## src/bsh_pkg.sv

```systemverilog
// Shared constants for the boot serial handshake block.
// Assumes a single 100 MHz core clock and an APB register bus.
package bsh_pkg;

  localparam int unsigned CLK_MHZ = 100;

  // APB register byte offsets
  localparam logic [7:0] ADDR_CTRL   = 8'h00;
  localparam logic [7:0] ADDR_STATUS = 8'h04;
  localparam logic [7:0] ADDR_TXDATA = 8'h08;
  localparam logic [7:0] ADDR_RXDATA = 8'h0C;
  localparam logic [7:0] ADDR_BAUDDV = 8'h10;
  localparam logic [7:0] ADDR_BAUDFR = 8'h14;
  localparam logic [7:0] ADDR_CKSUM  = 8'h18;

  // Control register bits
  localparam int unsigned CTRL_DONE_POS  = 0;
  localparam int unsigned CTRL_TXGO_POS  = 1;
  localparam int unsigned CTRL_CKCLR_POS = 2;

  // Baud divider fields
  localparam int unsigned PRESCALE_HI = 5;
  localparam int unsigned PRESCALE_LO = 4;
  localparam int unsigned DIVISOR_HI  = 3;
  localparam int unsigned DIVISOR_LO  = 0;
  localparam logic [7:0]  BAUD_DIV_MIN   = 8'h02;
  localparam logic [7:0]  BAUD_DIV_RESET = 8'h02;
  localparam logic [3:0]  BAUD_FR_RESET  = 4'h0;

  // Mode select
  localparam logic [7:0] CLOCKED_REPLY = 8'h30;
  localparam int unsigned EDGE_TIMER_W = 16;

  typedef enum logic [1:0] {BSH_MODE_DETECT, BSH_MODE_ASYNC, BSH_MODE_CLOCKED} bsh_mode_e;

endpackage

```

## src/boot_serial_handshake.sv

```systemverilog
// Boot serial handshake: mode detection from the first byte, clocked serial
// shifter with handshake pin, checksum accumulator and baud divider fields.
// Assumes the controller drives boot_serial_clock and serial_rx_line, and
// software on APB processes each byte and then writes the done bit.
//
// How it works
// - Checksum is two's complement of byte sum
// - Receive: enable receiver, raise handshake, shift
// - Byte received: handshake low until software done
// - Receive wait: last clock rise to handshake rise
// - Transmit: receiver off, load buffer, raise handshake
// - Byte sent: handshake low, then receiver back on at the software done write
// - Transmit wait: last clock rise to handshake rise
// - Handshake low wait after every byte
// - First byte timed as plain input edges
// - Clocked mode decided at point D, handshake up
// - Async mode leaves handshake undriven
// - Baud divider never faster than 02H
// - Prescale 5:4, divisor 3:0, fraction 3:0
// - AB not above CD means asynchronous mode
// - Clocked mode sends 30H as second byte
`timescale 1ns/1ps
module boot_serial_handshake
  import bsh_pkg::*;
(
  input  wire logic        core_clk,
  input  wire logic        reset_n,
  input  wire logic        psel,
  input  wire logic        penable,
  input  wire logic        pwrite,
  input  wire logic [7:0]  paddr,
  input  wire logic [31:0] pwdata,
  output logic [31:0]      prdata,
  output logic             pready,
  output logic             pslverr,
  input  wire logic        boot_serial_clock,
  input  wire logic        serial_rx_line,
  output logic             serial_tx_line,
  output logic             handshake_out,
  output logic             handshakeOe,
  output logic [1:0]       prescale_select,
  output logic [3:0]       baudDivisor,
  output logic [3:0]       baudFraction
);
  import bsh_pkg::*;

  ////////////////////////////////////////////////////////////////////////////
  // Pin synchronisers
  logic sclkSync;
  logic rxSync;

  bsh_sync #(.RESET_VAL(1'b0)) u_sync_sclk (
    .core_clk (core_clk),
    .reset_n  (reset_n),
    .asyncIn  (boot_serial_clock),
    .syncOut  (sclkSync)
  );

  bsh_sync #(.RESET_VAL(1'b1)) u_sync_rx (
    .core_clk (core_clk),
    .reset_n  (reset_n),
    .asyncIn  (serial_rx_line),
    .syncOut  (rxSync)
  );

  ////////////////////////////////////////////////////////////////////////////
  // State
  bsh_mode_e                 mode_ff,      nxt_mode;
  logic [2:0]                edgeCnt_ff,   nxt_edgeCnt;
  logic [EDGE_TIMER_W-1:0]   timer_ff,     nxt_timer;
  logic [EDGE_TIMER_W-1:0]   tA_ff,        nxt_tA;
  logic [EDGE_TIMER_W-1:0]   tB_ff,        nxt_tB;
  logic [EDGE_TIMER_W-1:0]   tC_ff,        nxt_tC;
  logic                      sclkPrev_ff,  nxt_sclkPrev;
  logic                      rxPrev_ff,    nxt_rxPrev;
  logic                      hs_ff,        nxt_hs;
  logic                      hsOe_ff,      nxt_hsOe;
  logic                      rxEnable_ff,  nxt_rxEnable;
  logic                      txMode_ff,    nxt_txMode;
  logic [7:0]                shift_ff,     nxt_shift;
  logic [2:0]                bitCnt_ff,    nxt_bitCnt;
  logic                      rxDone_ff,    nxt_rxDone;
  logic                      txDone_ff,    nxt_txDone;
  logic                      txLine_ff,    nxt_txLine;
  logic [7:0]                rxData_ff,    nxt_rxData;
  logic [7:0]                txData_ff,    nxt_txData;
  logic [7:0]                baudDiv_ff,   nxt_baudDiv;
  logic [3:0]                baudFr_ff,    nxt_baudFr;
  logic [31:0]               prdata_ff,    nxt_prdata;
  logic                      pready_ff,    nxt_pready;
  logic                      pslverr_ff,   nxt_pslverr;

  logic       ckAdd;
  logic       ckClr;
  logic [7:0] ckValue;

  bsh_checksum #(.W(8)) u_cksum (
    .core_clk (core_clk),
    .reset_n  (reset_n),
    .addByte  (ckAdd),
    .dataByte (nxt_rxData),
    .clearSum (ckClr),
    .checksum (ckValue)
  );

  logic sclkRise;
  logic sclkFall;
  logic rxFall;
  logic rxRise;
  logic apbAcc;
  logic apbWr;
  logic [EDGE_TIMER_W-1:0] intervalAB;
  logic [EDGE_TIMER_W-1:0] intervalCD;

  assign sclkRise   = sclkSync & ~sclkPrev_ff;
  assign sclkFall   = ~sclkSync & sclkPrev_ff;
  assign rxFall     = ~rxSync & rxPrev_ff;
  assign rxRise     = rxSync & ~rxPrev_ff;
  assign apbAcc     = psel & penable & ~pready_ff;
  assign apbWr      = apbAcc & pwrite;
  assign intervalAB = tB_ff - tA_ff;
  assign intervalCD = timer_ff - tC_ff;

  ////////////////////////////////////////////////////////////////////////////
  // Mode detection and handshake shifter
  always_comb begin
    nxt_mode     = mode_ff;
    nxt_edgeCnt  = edgeCnt_ff;
    nxt_timer    = timer_ff;
    nxt_tA       = tA_ff;
    nxt_tB       = tB_ff;
    nxt_tC       = tC_ff;
    nxt_sclkPrev = sclkSync;
    nxt_rxPrev   = rxSync;
    nxt_hs       = hs_ff;
    nxt_hsOe     = hsOe_ff;
    nxt_rxEnable = rxEnable_ff;
    nxt_txMode   = txMode_ff;
    nxt_shift    = shift_ff;
    nxt_bitCnt   = bitCnt_ff;
    nxt_rxDone   = rxDone_ff;
    nxt_txDone   = txDone_ff;
    nxt_txLine   = txLine_ff;
    nxt_rxData   = rxData_ff;
    ckAdd        = 1'b0;
    ckClr        = apbWr && paddr == ADDR_CTRL && pwdata[CTRL_CKCLR_POS];
    case (mode_ff)
      BSH_MODE_DETECT: begin
        // Saturating timer; a wrap would corrupt the interval compare
        if (timer_ff != '1) begin
          nxt_timer = timer_ff + 1'b1;
        end
        if (rxFall || rxRise) begin
          nxt_edgeCnt = edgeCnt_ff + 3'd1;
          case (edgeCnt_ff)
            3'd0: nxt_tA = timer_ff;
            3'd1: nxt_tB = timer_ff;
            3'd2: nxt_tC = timer_ff;
            3'd3: begin
              if (intervalAB > intervalCD) begin
                nxt_mode     = BSH_MODE_CLOCKED;
                nxt_hs       = 1'b1;
                nxt_hsOe     = 1'b1;
                nxt_txMode   = 1'b1;
                nxt_rxEnable = 1'b0;
                nxt_shift    = CLOCKED_REPLY;
                nxt_txLine   = CLOCKED_REPLY[7];
                nxt_bitCnt   = 3'd0;
              end else begin
                nxt_mode = BSH_MODE_ASYNC;
              end
            end
            default: nxt_edgeCnt = edgeCnt_ff;
          endcase
        end
      end
      BSH_MODE_ASYNC: begin
        nxt_hsOe = 1'b0;
        nxt_hs   = 1'b0;
      end
      BSH_MODE_CLOCKED: begin
        if (hs_ff && sclkFall && txMode_ff) begin
          nxt_txLine = shift_ff[7];
        end
        if (hs_ff && sclkRise) begin
          nxt_bitCnt = bitCnt_ff + 3'd1;
          if (txMode_ff) begin
            nxt_shift = {shift_ff[6:0], 1'b1};
          end else begin
            nxt_shift = {shift_ff[6:0], rxSync};
          end
          if (bitCnt_ff == 3'd7) begin
            nxt_hs = 1'b0;
            if (txMode_ff) begin
              nxt_txDone = 1'b1;
            end else begin
              nxt_rxDone = 1'b1;
              nxt_rxData = {shift_ff[6:0], rxSync};
              ckAdd      = 1'b1;
            end
          end
        end
        if (apbWr && paddr == ADDR_CTRL && !hs_ff) begin
          if (pwdata[CTRL_TXGO_POS]) begin
            nxt_rxDone   = 1'b0;
            nxt_txDone   = 1'b0;
            nxt_txMode   = 1'b1;
            nxt_rxEnable = 1'b0;
            nxt_shift    = txData_ff;
            nxt_txLine   = txData_ff[7];
            nxt_bitCnt   = 3'd0;
            nxt_hs       = 1'b1;
          end else if (pwdata[CTRL_DONE_POS]) begin
            nxt_rxDone   = 1'b0;
            nxt_txDone   = 1'b0;
            nxt_txMode   = 1'b0;
            nxt_rxEnable = 1'b1;
            nxt_bitCnt   = 3'd0;
            nxt_hs       = 1'b1;
          end
        end
      end
      default: nxt_mode = BSH_MODE_DETECT;
    endcase
  end

  ////////////////////////////////////////////////////////////////////////////
  // APB slave, registers
  always_comb begin
    nxt_pready  = apbAcc;
    nxt_pslverr = 1'b0;
    nxt_prdata  = prdata_ff;
    nxt_txData  = txData_ff;
    nxt_baudDiv = baudDiv_ff;
    nxt_baudFr  = baudFr_ff;
    if (apbAcc) begin
      nxt_prdata = '0;
      case (paddr)
        ADDR_CTRL:   nxt_prdata = 32'h0000_0000;
        ADDR_STATUS: nxt_prdata = {24'h00_0000, rxEnable_ff, txMode_ff, hs_ff,
                                   txDone_ff, rxDone_ff, 1'b0, mode_ff};
        ADDR_TXDATA: nxt_prdata = {24'h00_0000, txData_ff};
        ADDR_RXDATA: nxt_prdata = {24'h00_0000, rxData_ff};
        ADDR_BAUDDV: nxt_prdata = {24'h00_0000, baudDiv_ff};
        ADDR_BAUDFR: nxt_prdata = {28'h000_0000, baudFr_ff};
        ADDR_CKSUM:  nxt_prdata = {24'h00_0000, ckValue};
        default:     nxt_pslverr = 1'b1;
      endcase
      if (pwrite) begin
        case (paddr)
          ADDR_TXDATA: nxt_txData = pwdata[7:0];
          ADDR_BAUDDV: begin
            // Values faster than the limit are clamped, not stored
            if ({2'b00, pwdata[5:0]} < BAUD_DIV_MIN) begin
              nxt_baudDiv = BAUD_DIV_MIN;
            end else begin
              nxt_baudDiv = {2'b00, pwdata[5:0]};
            end
          end
          ADDR_BAUDFR: nxt_baudFr = pwdata[3:0];
          default:     nxt_baudFr = baudFr_ff;
        endcase
      end
    end
  end

  always_ff @(posedge core_clk or negedge reset_n) begin
    if (!reset_n) begin
      mode_ff     <= BSH_MODE_DETECT;
      edgeCnt_ff  <= 3'd0;
      timer_ff    <= '0;
      tA_ff       <= '0;
      tB_ff       <= '0;
      tC_ff       <= '0;
      sclkPrev_ff <= 1'b0;
      rxPrev_ff   <= 1'b1;
      hs_ff       <= 1'b0;
      hsOe_ff     <= 1'b0;
      rxEnable_ff <= 1'b0;
      txMode_ff   <= 1'b0;
      shift_ff    <= 8'h00;
      bitCnt_ff   <= 3'd0;
      rxDone_ff   <= 1'b0;
      txDone_ff   <= 1'b0;
      txLine_ff   <= 1'b1;
      rxData_ff   <= 8'h00;
      txData_ff   <= 8'h00;
      baudDiv_ff  <= BAUD_DIV_RESET;
      baudFr_ff   <= BAUD_FR_RESET;
      prdata_ff   <= 32'h0000_0000;
      pready_ff   <= 1'b0;
      pslverr_ff  <= 1'b0;
    end else begin
      mode_ff     <= nxt_mode;
      edgeCnt_ff  <= nxt_edgeCnt;
      timer_ff    <= nxt_timer;
      tA_ff       <= nxt_tA;
      tB_ff       <= nxt_tB;
      tC_ff       <= nxt_tC;
      sclkPrev_ff <= nxt_sclkPrev;
      rxPrev_ff   <= nxt_rxPrev;
      hs_ff       <= nxt_hs;
      hsOe_ff     <= nxt_hsOe;
      rxEnable_ff <= nxt_rxEnable;
      txMode_ff   <= nxt_txMode;
      shift_ff    <= nxt_shift;
      bitCnt_ff   <= nxt_bitCnt;
      rxDone_ff   <= nxt_rxDone;
      txDone_ff   <= nxt_txDone;
      txLine_ff   <= nxt_txLine;
      rxData_ff   <= nxt_rxData;
      txData_ff   <= nxt_txData;
      baudDiv_ff  <= nxt_baudDiv;
      baudFr_ff   <= nxt_baudFr;
      prdata_ff   <= nxt_prdata;
      pready_ff   <= nxt_pready;
      pslverr_ff  <= nxt_pslverr;
    end
  end

  assign prdata          = prdata_ff;
  assign pready          = pready_ff;
  assign pslverr         = pslverr_ff;
  assign serial_tx_line  = txLine_ff;
  assign handshake_out   = hs_ff;
  assign handshakeOe     = hsOe_ff;
  assign prescale_select = baudDiv_ff[PRESCALE_HI:PRESCALE_LO];
  assign baudDivisor     = baudDiv_ff[DIVISOR_HI:DIVISOR_LO];
  assign baudFraction    = baudFr_ff;
endmodule

```

## src/bsh_checksum.sv

```systemverilog
// Running checksum: byte sum modulo 256, read out as two's complement.
// Assumes add and clear pulses come from core_clk logic.
`timescale 1ns/1ps
module bsh_checksum #(
  parameter int unsigned W = 8
) (
  input  wire logic         core_clk,
  input  wire logic         reset_n,
  input  wire logic         addByte,
  input  wire logic [W-1:0] dataByte,
  input  wire logic         clearSum,
  output logic [W-1:0]      checksum
);
  logic [W-1:0] sum_ff;
  logic [W-1:0] nxt_sum;

  always_comb begin
    nxt_sum = sum_ff;
    if (clearSum) begin
      nxt_sum = '0;
    end
    if (addByte) begin
      nxt_sum = (clearSum ? '0 : sum_ff) + dataByte;
    end
  end

  always_ff @(posedge core_clk or negedge reset_n) begin
    if (!reset_n) begin
      sum_ff <= '0;
    end else begin
      sum_ff <= nxt_sum;
    end
  end

  assign checksum = W'(0) - sum_ff;
endmodule

```

## src/bsh_sync.sv

```systemverilog
// Two flip-flop synchroniser for one pin level.
// Assumes the input is asynchronous to core_clk.
`timescale 1ns/1ps
module bsh_sync #(
  parameter logic RESET_VAL = 1'b0
) (
  input  wire logic core_clk,
  input  wire logic reset_n,
  input  wire logic asyncIn,
  output logic      syncOut
);
  logic stage1_ff;
  logic stage2_ff;

  always_ff @(posedge core_clk or negedge reset_n) begin
    if (!reset_n) begin
      stage1_ff <= RESET_VAL;
      stage2_ff <= RESET_VAL;
    end else begin
      stage1_ff <= asyncIn;
      stage2_ff <= stage1_ff;
    end
  end

  assign syncOut = stage2_ff;
endmodule
```

## config.mk

```make
export PLATFORM = sky130hd
export DESIGN_NAME = boot_serial_handshake
export DESIGN_NICKNAME = d
export VERILOG_FILES = /design/src/bsh_pkg.sv /design/src/boot_serial_handshake.sv /design/src/bsh_checksum.sv /design/src/bsh_sync.sv
export SDC_FILE = /design/constraint.sdc
export NUM_CORES = 1
export LEC_CHECK = 0
export ABC_CLOCK_PERIOD_IN_PS = 10700
export BUFFER_PORTS_ARGS = -buffer_cell sky130_fd_sc_hd__buf_2
export CAP_MARGIN = 20
export CORE_UTILIZATION = 40
export CTS_CLUSTER_SIZE = 20
export DETAILED_ROUTE_END_ITERATION = 16
export PLACE_DENSITY = 0.63
export SKIP_LAST_GASP = 1
export SYNTH_ARGS = -nofsm -noshare
export SYNTH_HDL_FRONTEND = slang
export SYNTH_SLANG_ARGS = --single-unit
```

## constraint.sdc

```tcl
create_clock -name core_clk -period 10.7 [get_ports core_clk]
set_input_delay 2.14 -clock core_clk [delete_from_list [all_inputs] [get_ports core_clk]]
set_output_delay 2.14 -clock core_clk [all_outputs]
set_load 0.1 [all_outputs]
```

==> impl_metrics.ini <==
[worst_setup_path]
critPathKind = in -> reg
path_delay_family = simple AND/OR/NAND/NOR gates
cp-startpoint = penable
startpoint_type = primary input
cp.required_ns = 11.04
crit_path_top_delay_cell = and3b_1
slowest_delay_ns = 0.68
crit_chain = buf_2 > and3b_1 > nand4_1 > nor2_1 > nand2_1 > and2_1 > ha_1 > a21oi_1 > o21bai_1 > a2111oi_0 > nor4_1 > nor3_1 > xnor2_1
rr_worst_depth = 20
critPathMaxFanout = 23
critical_path_cell_count = 13
cp_data_arrival_time_ns = 5.55
cp_num_buf_inv = 1
worstSetupEndpointType = flop
regToRegStartpoint = timer_ff[0]

[sta]
rsz0062_at_grt = no
final.period_utilization_pct = 48.7
fin_tns_setup_ns = 0
max_freq_mhz = 192
finalMaxSlewViolations = 0
fin_ws_ns = 5.49
finalClockSkew_ns = 0.0179
slew_headroom_pct = 36.6
hold_viol = 0
whs_ns = 0.356
fin_crit_ns = 5.21
worstMarginPinSlew_ns = 0.949
setup_violations = 0

[clock_tree]
root_buffer = clkbuf_16
ctsLongestPathBuffers = 2
clk_pin_slew_ns = 0.07
hold_buffers = 0
ctsResizeCount = 0
worstSkewPairLatency_ns = 0.43
tritoncts = yes
numClockSinks = 137
cts_setup_buffers = 0
cts_inserted_buffers = 17
cts_max_level = 4

[pwr]
powerDensity_nw_per_um2 = 265
sequentialPowerShare_pct = 27.1
switchingPower_mw = 1.05
irDropWorstVdd_uv = 123
p_int_mw = 1.42
p_clk_share_pct = 24.3
p_comb_share_pct = 48.6
swShare_pct = 42.5
leakage_nw = 4.37

[logic_synthesis]
async_flop_share_pct = 100
netlist_top_cells_area = dfrtp_1 40%, ha_1 9.8%, mux2_2 8.7%
postSynthAreaPerCell_um2 = 9.88
ys_seq_area_share_pct = 41.6
yosys.area.top_type = dfrtp_1
yosys.cell_types.count = 63
syn_inst = 836
syn-cell-area_um2 = 8260
synth_edf_count = 0
synth_flop_cell = dfrtp_1
ys_seq_elements = 137
post-synth-top-count-cell = dfrtp_1
yosys.area.top_type_share_pct = 40.0
synth-warning-count = 0
synth.cells.most_frequent = 132 x dfrtp_1, 86 x nand2_1, 65 x ha_1

[grt]
grt_pass1_vias = 5785
grt_pass1_wl_um = 29600
grt_usage_pct = 17.6
grt_max_degree = 89
grt_overflow = 0
antenna_found_initial = 0

[floorplanning]
dieWidth_um = 146
die_h_um = 146
core-area_um2 = 20200
std_cell_rows = 52
initial_utilization_pct = 40.8
ios = 94
die-area_um2 = 21200

[flow_run]
max-cap-violations = 0

[detailed_routing]
top_layer = met4
first_pass_iters = 5
routedWlPerCell_um = 15.3
met1Wirelength_um = 8640
routed_wl_um = 17800
met2_length_um = 8250
drc = 0
num_vias = 6041
viasPerCell = 5.20
drt_iter0_drc = 412
final_antenna_net_count = 0
met3_length_um = 677

[placement]
port_buffers = 45
post-dp-hpwl_um = 12900
place_ws_ns = 5.12
gp_congestion = 0.815

[layout]
syn2layout_area_growth_pct = 12.4
diodes = 0
fill_cells = 1928
nets = 994
layout-drive-gt1-share_pct = 17.8

[min_path]
hold_start = u_sync_sclk.stage1_ff
hold_class = reg -> reg
hold_depth = 0

[run_status]
status = completed
==> layer usage <==
| metal | track usage [%] | vias up |
|---|---|---|
| li1 | - | 2992 |
| met1 | 24.9 | 2919 |
| met2 | 27.2 | 117 |
| met3 | 3.51 | 13 |
| met4 | 4.89 | 0 |
| met5 | 0 | - |
==> layout make-up <==
type                            count  area (um^2)  share of cell area [%]
Multi-Input combinational cell    616         4410                    47.5
Sequential cell                   137         3430                    37.0
Clock buffer                       17          425                    4.58
Tap cell                          270          338                    3.64
Timing Repair Buffer               48          254                    2.74
Inverter                           59          221                    2.39
Clock inverter                     15          196                    2.12
==> sequential cells by signal (all words and copies together), names as in the netlist, 8 cells and up <==
name / cells
tA_ff: 16
tB_ff: 16
tC_ff: 16
timer_ff: 16
prdata: 8
rxData_ff: 8
shift_ff: 8
txData_ff: 8
u_cksum.sum_ff: 8
==> power by group through the flow <==
stage | Sequential (mW) | Combinational (mW) | Clock (mW)
floorplan | 0.695 | 0.945 | 0
global placement | 0.676 | 1.18 | 0
detailed placement | 0.677 | 1.20 | 0
CTS | 0.667 | 1.21 | 0.613
global route | 0.679 | 1.37 | 0.632
finish | 0.669 | 1.20 | 0.598
==> logic make-up after synthesis <==
kind of cell	Yosys count	synth area share [%]
simple gates	246	14.4
buf+inv	106	6.03
mux	65	8.85
compound gates	159	12.7
xor+xnor	54	5.73
flops	137	41.6
fa+ha+maj	68	10.6
other cells	1	0.0454
==> metrics by stage <==
step,power [mW],area [um^2],util [%],std cells
finish,2.46,9280,45.9,1162
global route,2.68,9280,45.9,1162
CTS,2.49,9280,45.9,1162
detailed placement,1.88,8660,42.8,1130
global placement,1.86,8660,42.8,1130
floorplan,1.64,8340,-,859
==> path summary, 6_finish.rpt <==
check | slack (ns) | endpoint
hold reg to reg | 0.36 | u_sync_sclk.syncOut
setup reg to reg | 5.50 | rxEnable_ff
setup / recovery | 5.49 | u_cksum.sum_ff[7]
max in group asynchronous | 7.76 | shift_ff[2]
min in group asynchronous | 1.78 | tA_ff[8]
hold / removal | 0.36 | u_sync_sclk.syncOut
==> worst register-to-register path, cell delays in order (launching register included) <==
cell and delay, ns:
dfrtp_1 0.41, inv_1 0.14, ha_1 0.19, inv_1 0.05, fa_1 0.40, a21o_1 0.19, a21oi_1 0.32, o31ai_1 0.13
or4_1 0.44, a41o_1 0.26, a21oi_1 0.17, xor2_1 0.09, ha_1 0.29, nand4_1 0.12, or2_2 0.35, a211o_1 0.27
o2111ai_1 0.29, a31oi_1 0.18, buf_4 0.22, a21oi_1 0.23, mux2_2 0.36
==> layout by cell type (no fill, tap or decap), types with 4 or more instances in the layout <==
cell type,Yosys,final
nand4_1,9,9
nor3_1,16,16
inv_1,59,59
mux2_2,64,64
nor2_1,52,52
a22oi_1,6,6
o21ai_0,38,38
a21o_1,12,12
buf_2,1,44
inv_8,0,5
dfstp_2,5,5
nand2b_1,6,6
dfrtp_1,132,132
xnor2_1,38,38
nand3_1,26,26
a221oi_1,4,4
and2_1,8,8
and3_1,5,5
nor2b_1,6,6
clkinv_8,0,7
a31oi_1,16,16
a21oi_1,32,32
clkbuf_16,0,17
a22o_1,6,6
a222oi_1,4,4
o21bai_1,4,4
ha_1,65,65
nand3b_1,4,4
o211ai_1,11,11
conb_1,1,24
xor2_1,16,16
o21a_1,4,4
or2_2,4,4
nand2_1,86,86
or3_1,6,6
Power figures use the tool's default switching activity.
